**src/pmc_pkg.sv**
```systemverilog
// Shared constants and types for the PHY management control/status bank
package pmc_pkg;

  // ------------------------------------------------------------
  // Management frame and register map
  // ------------------------------------------------------------
  localparam logic [4:0]  PMC_PHY_ADDR   = 5'h01;   // Bank answers this address
  localparam logic [1:0]  PMC_OP_RD      = 2'b10;
  localparam logic [1:0]  PMC_OP_WR      = 2'b01;
  localparam logic [3:0]  PMC_HDR_LAST   = 4'h0b;   // Op, address, register: 12 bits
  localparam logic [3:0]  PMC_DAT_LAST   = 4'h0f;   // 16 data bits
  localparam logic [4:0]  PMC_OFS_EXP    = 5'h06;
  localparam logic [4:0]  PMC_OFS_VCTL   = 5'h10;
  localparam logic [4:0]  PMC_OFS_ICS    = 5'h11;
  localparam logic [4:0]  PMC_OFS_DIAG   = 5'h12;

  // ------------------------------------------------------------
  // Field positions and reset values
  // ------------------------------------------------------------
  localparam logic [15:0] PMC_VCTL_RST   = 16'h0140;
  localparam logic [15:0] PMC_VCTL_WMASK = 16'hdc23; // Writable, polarity bit apart
  localparam int          PMC_B_AUTO_POLARITY_DISABLE     = 5;
  localparam int          PMC_B_RVS      = 4;
  localparam int          PMC_B_BYP      = 1;
  localparam int          PMC_B_RECEIVE_CLOCK_GATING     = 0;
  localparam int          PMC_B_NEGOTIATION_FAILED    = 12;
  localparam int          PMC_EV_PRX     = 5;
  localparam int          PMC_EV_PDF     = 4;
  localparam logic [7:0]  PMC_ICS_RST    = 8'h00;

  typedef enum logic [2:0] {
    PMC_IDLE  = 3'b000,
    PMC_START = 3'b001,
    PMC_HDR   = 3'b011,
    PMC_TA    = 3'b010,
    PMC_DATA  = 3'b110
  } pmc_state_t;

  // Status and events from the PHY datapath and negotiation engine
  typedef struct packed {
    logic [7:0] ev;              // One-cycle event pulses, bit per flag
    logic       neg_failed;      // No common technology found
    logic       speed_10;
    logic       speed_100;
    logic       loopback_select;
    logic       wrong_polarity;  // Receive pair seen reversed
    logic       rx_active;       // Data arriving from the medium
    logic       partner_np_able;
    logic       partner_an_able;
  } pmc_phy_in_t;

  // Controls back to the datapath and the MAC interrupt status
  typedef struct packed {
    logic rx_invert;
    logic coding_sublayer_bypass;
    logic rx_clock_stop;
    logic phy_interrupt;
  } pmc_phy_out_t;

  typedef struct packed {
    logic        mdc_meta;
    logic        mdc_s;
    logic        mdc_d;
    logic        mdio_meta;
    logic        mdio_s;
    pmc_state_t  state;
    logic [3:0]  cnt;
    logic        seen_one;
    logic [11:0] hdr;
    logic        mine;
    logic        rd;
    logic [15:0] sh;
    logic        mdio_out;
    logic        mdio_oe;
    logic [15:0] vctl;
    logic [7:0]  ie;
    logic [7:0]  flg;
    logic        negotiation_failed;
    logic        pdf;
    logic        prx;
    pmc_phy_out_t po;
  } pmc_st_t;

endpackage : pmc_pkg

```
**src/pmc_regs.sv**
```systemverilog
// Management register bank behind the serial management pins
//
// How it works
// - Auto-polarity disabled: no automatic receive polarity correction.
// - Auto-polarity enabled in 10 Mbit: reversed receive pair is inverted.
// - Auto-polarity enabled: polarity bit read-only, shows live inversion.
// - Auto-polarity disabled: polarity bit writable, forces inversion.
// - Bypass bit skips coding sublayer and scrambler in 100 Mbit mode.
// - Clock gating bit stops receive clock in 100 Mbit when idle.
// - Loopback overrides gating; software must not combine gating with bypass.
// - Low byte holds eight event flags set by their events.
// - Reading the interrupt register clears all eight flags.
// - High byte enables each flag onto the PHY interrupt.
// - Interrupt register can be polled at one management address.
// - Flag 7 set on jabber.
// - Flag 6 set on receive error.
// - Flag 5 set on new page received.
// - Flag 4 set on parallel detection fault.
// - Flag 3 set on acknowledged pulse burst.
// - Flag 2 set on link OK to FAIL.
// - Flag 1 set on remote fault.
// - Flag 0 set on negotiation complete.
// - Negotiation failure bit set on no common technology, held until read.
module pmc_regs
  import pmc_pkg::*;
(
  input  wire logic         sys_clk,
  input  wire logic         rst_n,
  input  wire logic         mdc,
  input  wire logic         mdio_in,
  output logic              mdio_out,
  output logic              mdio_oe,
  input  wire pmc_phy_in_t  phy_in,
  output pmc_phy_out_t      phy_out
);

  pmc_st_t     st;
  pmc_st_t     next_st;
  logic        rise;
  logic [11:0] hw;
  logic [15:0] wd;
  logic        clr_ics;
  logic        clr_diag;
  logic        clr_exp;

  // Edge found between second and third stage; the first stage may be metastable
  assign rise     = st.mdc_s & ~st.mdc_d;
  assign hw       = {st.hdr[10:0], st.mdio_s};
  assign wd       = {st.sh[14:0], st.mdio_s};
  assign mdio_out = st.mdio_out;
  assign mdio_oe  = st.mdio_oe;
  assign phy_out  = st.po;

  // ------------------------------------------------------------
  // Read multiplexer
  // ------------------------------------------------------------
  function automatic logic [15:0] rd_mux(input pmc_st_t s, input logic [4:0] a,
                                         input pmc_phy_in_t p);
    logic [15:0] v;
    v = 16'h0000;
    case (a)
      PMC_OFS_VCTL: begin
        v = s.vctl;
        if (!s.vctl[PMC_B_AUTO_POLARITY_DISABLE]) begin
          v[PMC_B_RVS] = s.po.rx_invert;
        end
      end
      PMC_OFS_ICS:  v = {s.ie, s.flg};
      PMC_OFS_DIAG: v[PMC_B_NEGOTIATION_FAILED] = s.negotiation_failed;
      PMC_OFS_EXP:  v = {11'h000, s.pdf, p.partner_np_able, 1'b0, s.prx, p.partner_an_able};
      default:      v = 16'h0000;
    endcase
    return v;
  endfunction : rd_mux

  // ------------------------------------------------------------
  // Next state
  // ------------------------------------------------------------
  // MDC is sampled, so only its synced edge advances the frame decoder
  always_comb begin
    next_st           = st;
    clr_ics           = 1'b0;
    clr_diag          = 1'b0;
    clr_exp           = 1'b0;
    next_st.mdc_meta  = mdc;
    next_st.mdc_s     = st.mdc_meta;
    next_st.mdc_d     = st.mdc_s;
    next_st.mdio_meta = mdio_in;
    next_st.mdio_s    = st.mdio_meta;
    if (rise) begin
      case (st.state)
        PMC_IDLE: begin
          // Preamble may be suppressed: one idle 1 is enough
          if (st.mdio_s) begin
            next_st.seen_one = 1'b1;
          end else if (st.seen_one) begin
            next_st.state = PMC_START;
          end
        end
        PMC_START: begin
          next_st.seen_one = 1'b0;
          next_st.cnt      = 4'h0;
          next_st.state    = st.mdio_s ? PMC_HDR : PMC_IDLE;
        end
        PMC_HDR: begin
          next_st.hdr = hw;
          next_st.cnt = st.cnt + 4'h1;
          if (st.cnt == PMC_HDR_LAST) begin
            next_st.mine  = (hw[9:5] == PMC_PHY_ADDR) &&
                            (hw[11:10] == PMC_OP_RD || hw[11:10] == PMC_OP_WR);
            next_st.rd    = hw[11:10] == PMC_OP_RD;
            next_st.sh    = rd_mux(st, hw[4:0], phy_in);
            next_st.cnt   = 4'h0;
            next_st.state = PMC_TA;
            if (hw[9:5] == PMC_PHY_ADDR && hw[11:10] == PMC_OP_RD) begin
              clr_ics  = hw[4:0] == PMC_OFS_ICS;
              clr_diag = hw[4:0] == PMC_OFS_DIAG;
              clr_exp  = hw[4:0] == PMC_OFS_EXP;
            end
          end
        end
        PMC_TA: begin
          // Drive the turnaround zero, then the first data bit
          next_st.cnt = st.cnt + 4'h1;
          if (st.mine && st.rd) begin
            next_st.mdio_oe  = 1'b1;
            next_st.mdio_out = (st.cnt == 4'h0) ? 1'b0 : st.sh[15];
            if (st.cnt != 4'h0) begin
              next_st.sh = {st.sh[14:0], 1'b0};
            end
          end
          if (st.cnt != 4'h0) begin
            next_st.cnt   = 4'h0;
            next_st.state = PMC_DATA;
          end
        end
        PMC_DATA: begin
          next_st.cnt = st.cnt + 4'h1;
          if (st.rd) begin
            next_st.mdio_out = st.sh[15];
            next_st.sh       = {st.sh[14:0], 1'b0};
          end else begin
            next_st.sh = wd;
          end
          if (st.cnt == PMC_DAT_LAST) begin
            next_st.mdio_oe = 1'b0;
            next_st.state   = PMC_IDLE;
            if (st.mine && !st.rd) begin
              if (st.hdr[4:0] == PMC_OFS_VCTL) begin
                next_st.vctl = (st.vctl & ~PMC_VCTL_WMASK) | (wd & PMC_VCTL_WMASK);
                // Polarity bit only takes a write whose data also sets the auto-polarity disable bit
                if (wd[PMC_B_AUTO_POLARITY_DISABLE]) begin
                  next_st.vctl[PMC_B_RVS] = wd[PMC_B_RVS];
                end
              end
              if (st.hdr[4:0] == PMC_OFS_ICS) begin
                next_st.ie = wd[15:8];
              end
            end
          end
        end
        default: next_st.state = PMC_IDLE;
      endcase
    end
    // Sticky flags: a set in the clearing cycle wins
    next_st.flg   = (clr_ics ? 8'h00 : st.flg) | phy_in.ev;
    next_st.negotiation_failed = (clr_diag ? 1'b0 : st.negotiation_failed) | phy_in.neg_failed;
    next_st.pdf   = (clr_exp ? 1'b0 : st.pdf) | phy_in.ev[PMC_EV_PDF];
    next_st.prx   = (clr_exp ? 1'b0 : st.prx) | phy_in.ev[PMC_EV_PRX];
    // Datapath controls, registered so outputs leave flip-flops
    next_st.po.rx_invert = st.vctl[PMC_B_AUTO_POLARITY_DISABLE] ? st.vctl[PMC_B_RVS]
                           : (phy_in.speed_10 & phy_in.wrong_polarity);
    next_st.po.coding_sublayer_bypass = st.vctl[PMC_B_BYP] & phy_in.speed_100;
    // Loopback needs the clock, so it overrides gating
    next_st.po.rx_clock_stop = st.vctl[PMC_B_RECEIVE_CLOCK_GATING] & phy_in.speed_100
                               & ~phy_in.rx_active & ~phy_in.loopback_select;
    next_st.po.phy_interrupt = |(st.flg & st.ie);
  end

  // ------------------------------------------------------------
  // State register
  // ------------------------------------------------------------
  always_ff @(posedge sys_clk) begin
    if (!rst_n) begin
      st       <= '0;
      st.state <= PMC_IDLE;
      st.vctl  <= PMC_VCTL_RST;
      st.ie    <= PMC_ICS_RST;
      st.flg   <= PMC_ICS_RST;
    end else begin
      st <= next_st;
    end
  end
endmodule : pmc_regs

```
**config.mk**
```make
export PLATFORM = sky130hd
export DESIGN_NAME = pmc_regs
export DESIGN_NICKNAME = d
export VERILOG_FILES = /design/src/pmc_pkg.sv /design/src/pmc_regs.sv
export SDC_FILE = /design/constraint.sdc
export NUM_CORES = 1
export LEC_CHECK = 0
export BUFFER_PORTS_ARGS = -buffer_cell sky130_fd_sc_hd__buf_2
export CORE_ASPECT_RATIO = 2
export CORE_UTILIZATION = 60
export DETAILED_ROUTE_END_ITERATION = 10
export PLACE_DENSITY = 0.82
export SKIP_LAST_GASP = 1
export SLEW_MARGIN = 25
export SYNTH_ARGS = -nofsm -noshare
export SYNTH_HDL_FRONTEND = slang
export SYNTH_SLANG_ARGS = --single-unit
```
**constraint.sdc**
```tcl
create_clock -name sys_clk -period 6 [get_ports sys_clk]
set_clock_uncertainty 0.1 [all_clocks]
set_input_delay 1.5 -clock sys_clk [delete_from_list [all_inputs] [get_ports sys_clk]]
set_output_delay 1.5 -clock sys_clk [all_outputs]
set_load 0.005 [all_outputs]
```
Word level (Yosys, flattened, before mapping)
Index checks and enable logic that the tools add are counted.

cells by class
  reductions and logical operators = 24
  bitwise operators = 15
  add/sub/neg operators = 1
  muxes and demuxes = 44
  equal/unequal tests = 23

operators by type and width
  operator                                                               count
  16-bit 2-to-1 mux                                                      3
  16-bit case mux with 3 select lines                                    1
  12-bit case mux with 3 select lines                                    1
  5-bit equality test, second input constant                             5
  25-bit 2-to-1 mux                                                      1
  24-bit 2-to-1 mux                                                      1
  1-bit 2-to-1 mux                                                       22
  18-bit 2-to-1 mux                                                      1
  8-bit 2-to-1 mux                                                       2
  2-bit inequality test, second input constant                           8
  14-bit by 16-bit bitwise OR with 16-bit output                         1
  4-bit case mux with 4 select lines                                     1
  3-bit case mux with 5 select lines                                     1
  5-bit AND reduction                                                    3
  7-bit 2-to-1 mux                                                       2
  3-bit 2-to-1 mux                                                       3
  8-bit AND                                                              1
  4-bit equality test, second input constant                             2
  8-bit bitwise OR                                                       1
  4-bit AND reduction                                                    2
  4-bit nonzero test                                                     2
  8-bit OR reduction                                                     1
  1-bit AND                                                              6
  3-bit by 2-bit equality test with 1-bit output, second input constant  2
  other kinds (24)                                                       34

word-level totals
  output and inout bits = 6
  register bits after elaboration = 83
  input port bits = 20

Logic depth before layout (Yosys ltp)
  depth after elaboration = 8
  gate-level depth with buffers = 8

Least setup slack after synthesis
OpenSTA, ideal clock, no wires.

  path type = input to register
  start = in rst_n
  end = reg st[10] in the netlist's numbering
  path slack = 3.413 ns
  arrival = 2.417 ns
  cell stages on the path = 5
  path buffers = 3
  setup time = 0.070 ns
  data required time = 5.830 ns
  cells stage by stage = clkbuf_1 clkbuf_1 clkbuf_1 o21ai_0 a21oi_1

RTL lines
  item                    line             RTL
  start: declaration      pmc_regs.sv:28   input wire logic rst_n,
  end signal: assignment  pmc_regs.sv:191  st <= next_st;
  end: declaration        pmc_regs.sv:37   pmc_st_t st;

Worst setup path in the final report
  start = reg st[78] in the netlist's numbering
  end = reg st[41] in the netlist's numbering

on the way
  word-level cells in the longest chain between the ends = 3
  elaborated cells on any way between the ends = 9
  classes of those cells = eq/ne: 6; mux: 1; reduce/logical: 2

ends and longest elaborated chain
  item                                                                                   line            RTL
  3-bit by 2-bit equality test with 1-bit output or 3-bit equality test (tied branches)  pmc_regs.sv:91  case (st.state)
  2-bit inequality test (no line) or 3-bit nonzero test (tied branches)                  -
  5-bit AND reduction (no line)                                                          -

Several ways; a longest one is shown, not always the timed one.
A chain may end at the register's enable or synchronous reset.

==> metrics.sh <==
PIN_COUNT=26
CRITPATHCAPTURETYPE='flop'
DRIVE_GT1_SHARE_PCT=15.0
SYNTH_TOP_CELL_BY_AREA='dfxtp_1'
GRT_MAX_DEGREE=52
CP_MAX_FO=20
CAP_VIOLATIONS=0
HIGHEST_DELAY_CELL_ALONG_THE_CRITICAL_PATH='and2_1'
RUN_STATUS='finished, violations left'
DESIGN.CORE.AREA_UM2=5960
POST_CTS_BUFFERS=0
DRTPASS1ITERATIONS=7
HOLDBUFCOUNTCTS=0
ROUTE.DETAILED.WL_PER_INST_UM=18.8
POST_CTS.RESIZED_INSTANCES=0
SYNTHESIS.INSTANCES=418
GR-USAGE-ALL-LAYERS_PCT=30.5
ROUTE.VIAS.TOTAL=3209
FINALNONFILLERCELLS=490
CLOCK_POWER_SHARE_PCT=47.1
DRT-TOTAL-WL_UM=9230
ANTENNA-DIODE-COUNT=0
COMB_POWER_SHARE_PCT=3.3
MAX_CLOCK_FREQ_MHz=347
GP_ROUTABILITY_CONGESTION=0.858
DIE-AREA_UM2=6480
FINALMAXSLEWVIOLATIONS=0
DIE_Y_UM=113
MAPPED_NETS=441
CLOCK_TREE.HTREE_LEVEL_COUNT=3
ASYNCSETRESETFLOPFRACSYNTH_PCT=0
FIN_NETS=446
DRT-VIAS-PER-INSTANCE=6.55
GRT_PASS1_WL_UM=15100
DETAILEDROUTE.FIRSTITERATIONVIOLATIONS=136
CRIT_PATH_CATEGORY='flop to flop'
WORST_PATH_SETUP_SLACK_AFTER_ROUTING_NS=3.12
SYNTH.TOP_CELLS.BY_AREA='dfxtp_1, mux2i_1, a21oi_1'
ANTENNA_FOUND_INITIAL=0
SYNTH_FLOP_CELL='dfxtp_1'
DPL_CELL_AREA_UM2=3740
YOSYS.CELL_COUNT.TOP_TYPE='dfxtp_1'
SW_FRAC_OF_TOTAL_PCT=21.2
SHARE_OF_SYNTHESIZED_AREA_OCCUPIED_BY_FLIP_FLOPS_AND_LATCHES_PCT=41.3
PORTBUFFERS=25
DRT.ANTENNA.VIOLATING_NETS=0
P_PER_AREA_nW_PER_UM2=260
TOTAL_POWER_mW=1.04
GRT_OVERFLOW=0
CPPEAKSTAGEDELAY_NS=0.72
FIN_SETUP_TNS_NS=0
FIRST_GLOBAL_VIAS=3197
CTS-BUFFERS-INSERTED=9
ROW_COUNT=40
SLEW_HEADROOM_PCT=44.5
AREA.GROWTH.SYNTH_TO_FINAL_PCT=8.96
FP.DIEW_UM=57.4
CELL_TOTAL_AFTER_PLACEMENT=475
POSTLAYOUTCELLAREA_UM2=4020
WORST_HOLD_SLACK_NS=0.349
CLOCKBUFFERDEPTH=2
STATIC-LEAKAGE-POWER_nW=1.43
SYNTH_LARGEST_TYPE_AREA_FRACTION_PCT=41.3
CLOCK_PERIOD_MINUS_FINAL_WORST_SETUP_SLACK_NS=2.88
PRE_CTS_WS_NS=2.83
CTS_ROOT_BUF='clkbuf_16'
SYNTH_CELL_TYPE_COUNT=58
CTS.CLK_SLEW.WORST_PATHS_NS=0.06
CRITICAL_PATH_LAUNCH_POINT_TYPE='flop'
YS_WARN_COUNT=0
FINALSETUPVIOLATIONS=0
HP-CLASS='flop to flop'
TIGHTESTPINTRANSITION_NS=0.832
TRITONCTS='done'
CRIT_CHAIN='nand3b_1 > o32a_1 > buf_4 > and2_1 > a311oi_1'
FLOORPLAN.INITIALDENSITY_PCT=61.9
WORST-R2R-SETUP-SLACK_NS=3.12
FINALHOLDVIOLCOUNT=0
SYN_AVG_CELL_AREA_UM2=8.82
CRITICAL_PATH_REQUIRED_NS=6.07
FAILED_CHECKS='DRC'
MAPPEDNETLISTAREA_UM2=3680
ARRIVAL_NS=2.95
SHARE_SEQ_OF_TOTAL_POWER_PCT=49.6
FINAL_CORE_UTIL_PCT=67.4
VDD.IR_DROP.WORST_mV=0.231
CLKSINKCOUNT=76
SYNTH-EDFF-COUNT=0
SYNTH_COMMON_CELLS='dfxtp_1, nand2_1, a21oi_1, mux2i_1, o21ai_0'
DETAILED_PLACE_HPWL_UM=6320
CRITICAL_PATH_BUF_INV_COUNT=1
INSERTION_DELAY_NS=0.33
RSZ0062_AT_GRT='no'
NETSWITCHINGPOWER_mW=0.221
PERIOD_UTILIZATION_PCT=48.0
INTERNAL_POWER_mW=0.823
KIND_OF_CELL_WITH_THE_HIGHEST_COMBINED_DELAY_ON_THE_CRITICAL_PATH='simple AND/OR/NAND/NOR gates'
DRT_DRC_VIOLATIONS_LEFT=1
YS_SEQ_ELEMENTS=76
==> cell type report <==
cell class	count	area [um2]
clock inverter	2	10.0
sequential	76	1520
timing repair buffer	31	170
tap	63	78.8
fill	478	1940
multi-input combinational	294	1930
clock buffer	13	260
inverter	11	41.3
==> registers in the layout, indices dropped and copies added, names as in the netlist <==
register,count
next_st,3
st,55
mdio_oe,1
phy_out,4
mdio_out,1
hw,12
==> final timing paths <==
kind              cells past startpoint        start          end
hold / removal                        1  next_st[82]  next_st[81]
setup reg to reg                      5       st[78]       st[41]
hold reg to reg                       1  next_st[82]  next_st[81]
setup / recovery                      5       st[78]       st[41]
==> cell families (layout without fill, tap and decap cells) <==
family	Yosys count	in the layout	synth area share (%)
XOR/XNOR	1	1	0.238
buffers and inverters	48	57	6.32
multiplexers	30	30	8.15
AO/OA/AOI/OAI	125	125	23.3
flip-flops	76	76	41.3
AND/OR/NAND/NOR	135	135	19.7
adder cells (fa/ha/maj)	3	3	1.02
==> layout by cell type (no fill, tap or decap), drive strengths merged, types with 5 or more instances in the layout <==
| master | synthesis | final |
|---|---|---|
| dfxtp | 76 | 76 |
| a31oi | 6 | 6 |
| and2 | 9 | 9 |
| buf | 20 | 31 |
| nor2 | 22 | 22 |
| inv | 11 | 11 |
| a21oi | 47 | 47 |
| a211oi | 14 | 14 |
| nand2b | 5 | 5 |
| clkbuf | 17 | 13 |
| nand2 | 53 | 53 |
| nor3 | 11 | 11 |
| a311oi | 5 | 5 |
| mux2i | 30 | 30 |
| o21ai | 26 | 26 |
| nor2b | 7 | 7 |
==> power by group through the flow <==
stage                     Sequential, mW  Clock [mW]  Combinational, mW
after global routing               0.519       0.516             0.0374
after detailed placement           0.529           0             0.0337
after CTS                          0.518       0.498             0.0341
after global placement             0.528           0             0.0327
final                              0.518       0.492             0.0345
after floorplan                    0.526           0             0.0218
==> worst register-to-register path: stages (launching register included) <==
cell      delay [ns]
dfxtp_1         0.70
nand3b_1        0.49
o32a_1          0.25
buf_4           0.25
and2_1          0.73
a311oi_1        0.19
==> metal layers <==
layer	vias to the layer above	global-route usage, %	wire length, um
met2	130	52.8	4850
met1	1529	30.6	3360
li1	1508	-	-
met3	42	5.60	431
met4	0	25.2	586
met5	-	0	0
No activity file was read; power rests on OpenSTA's default activity.
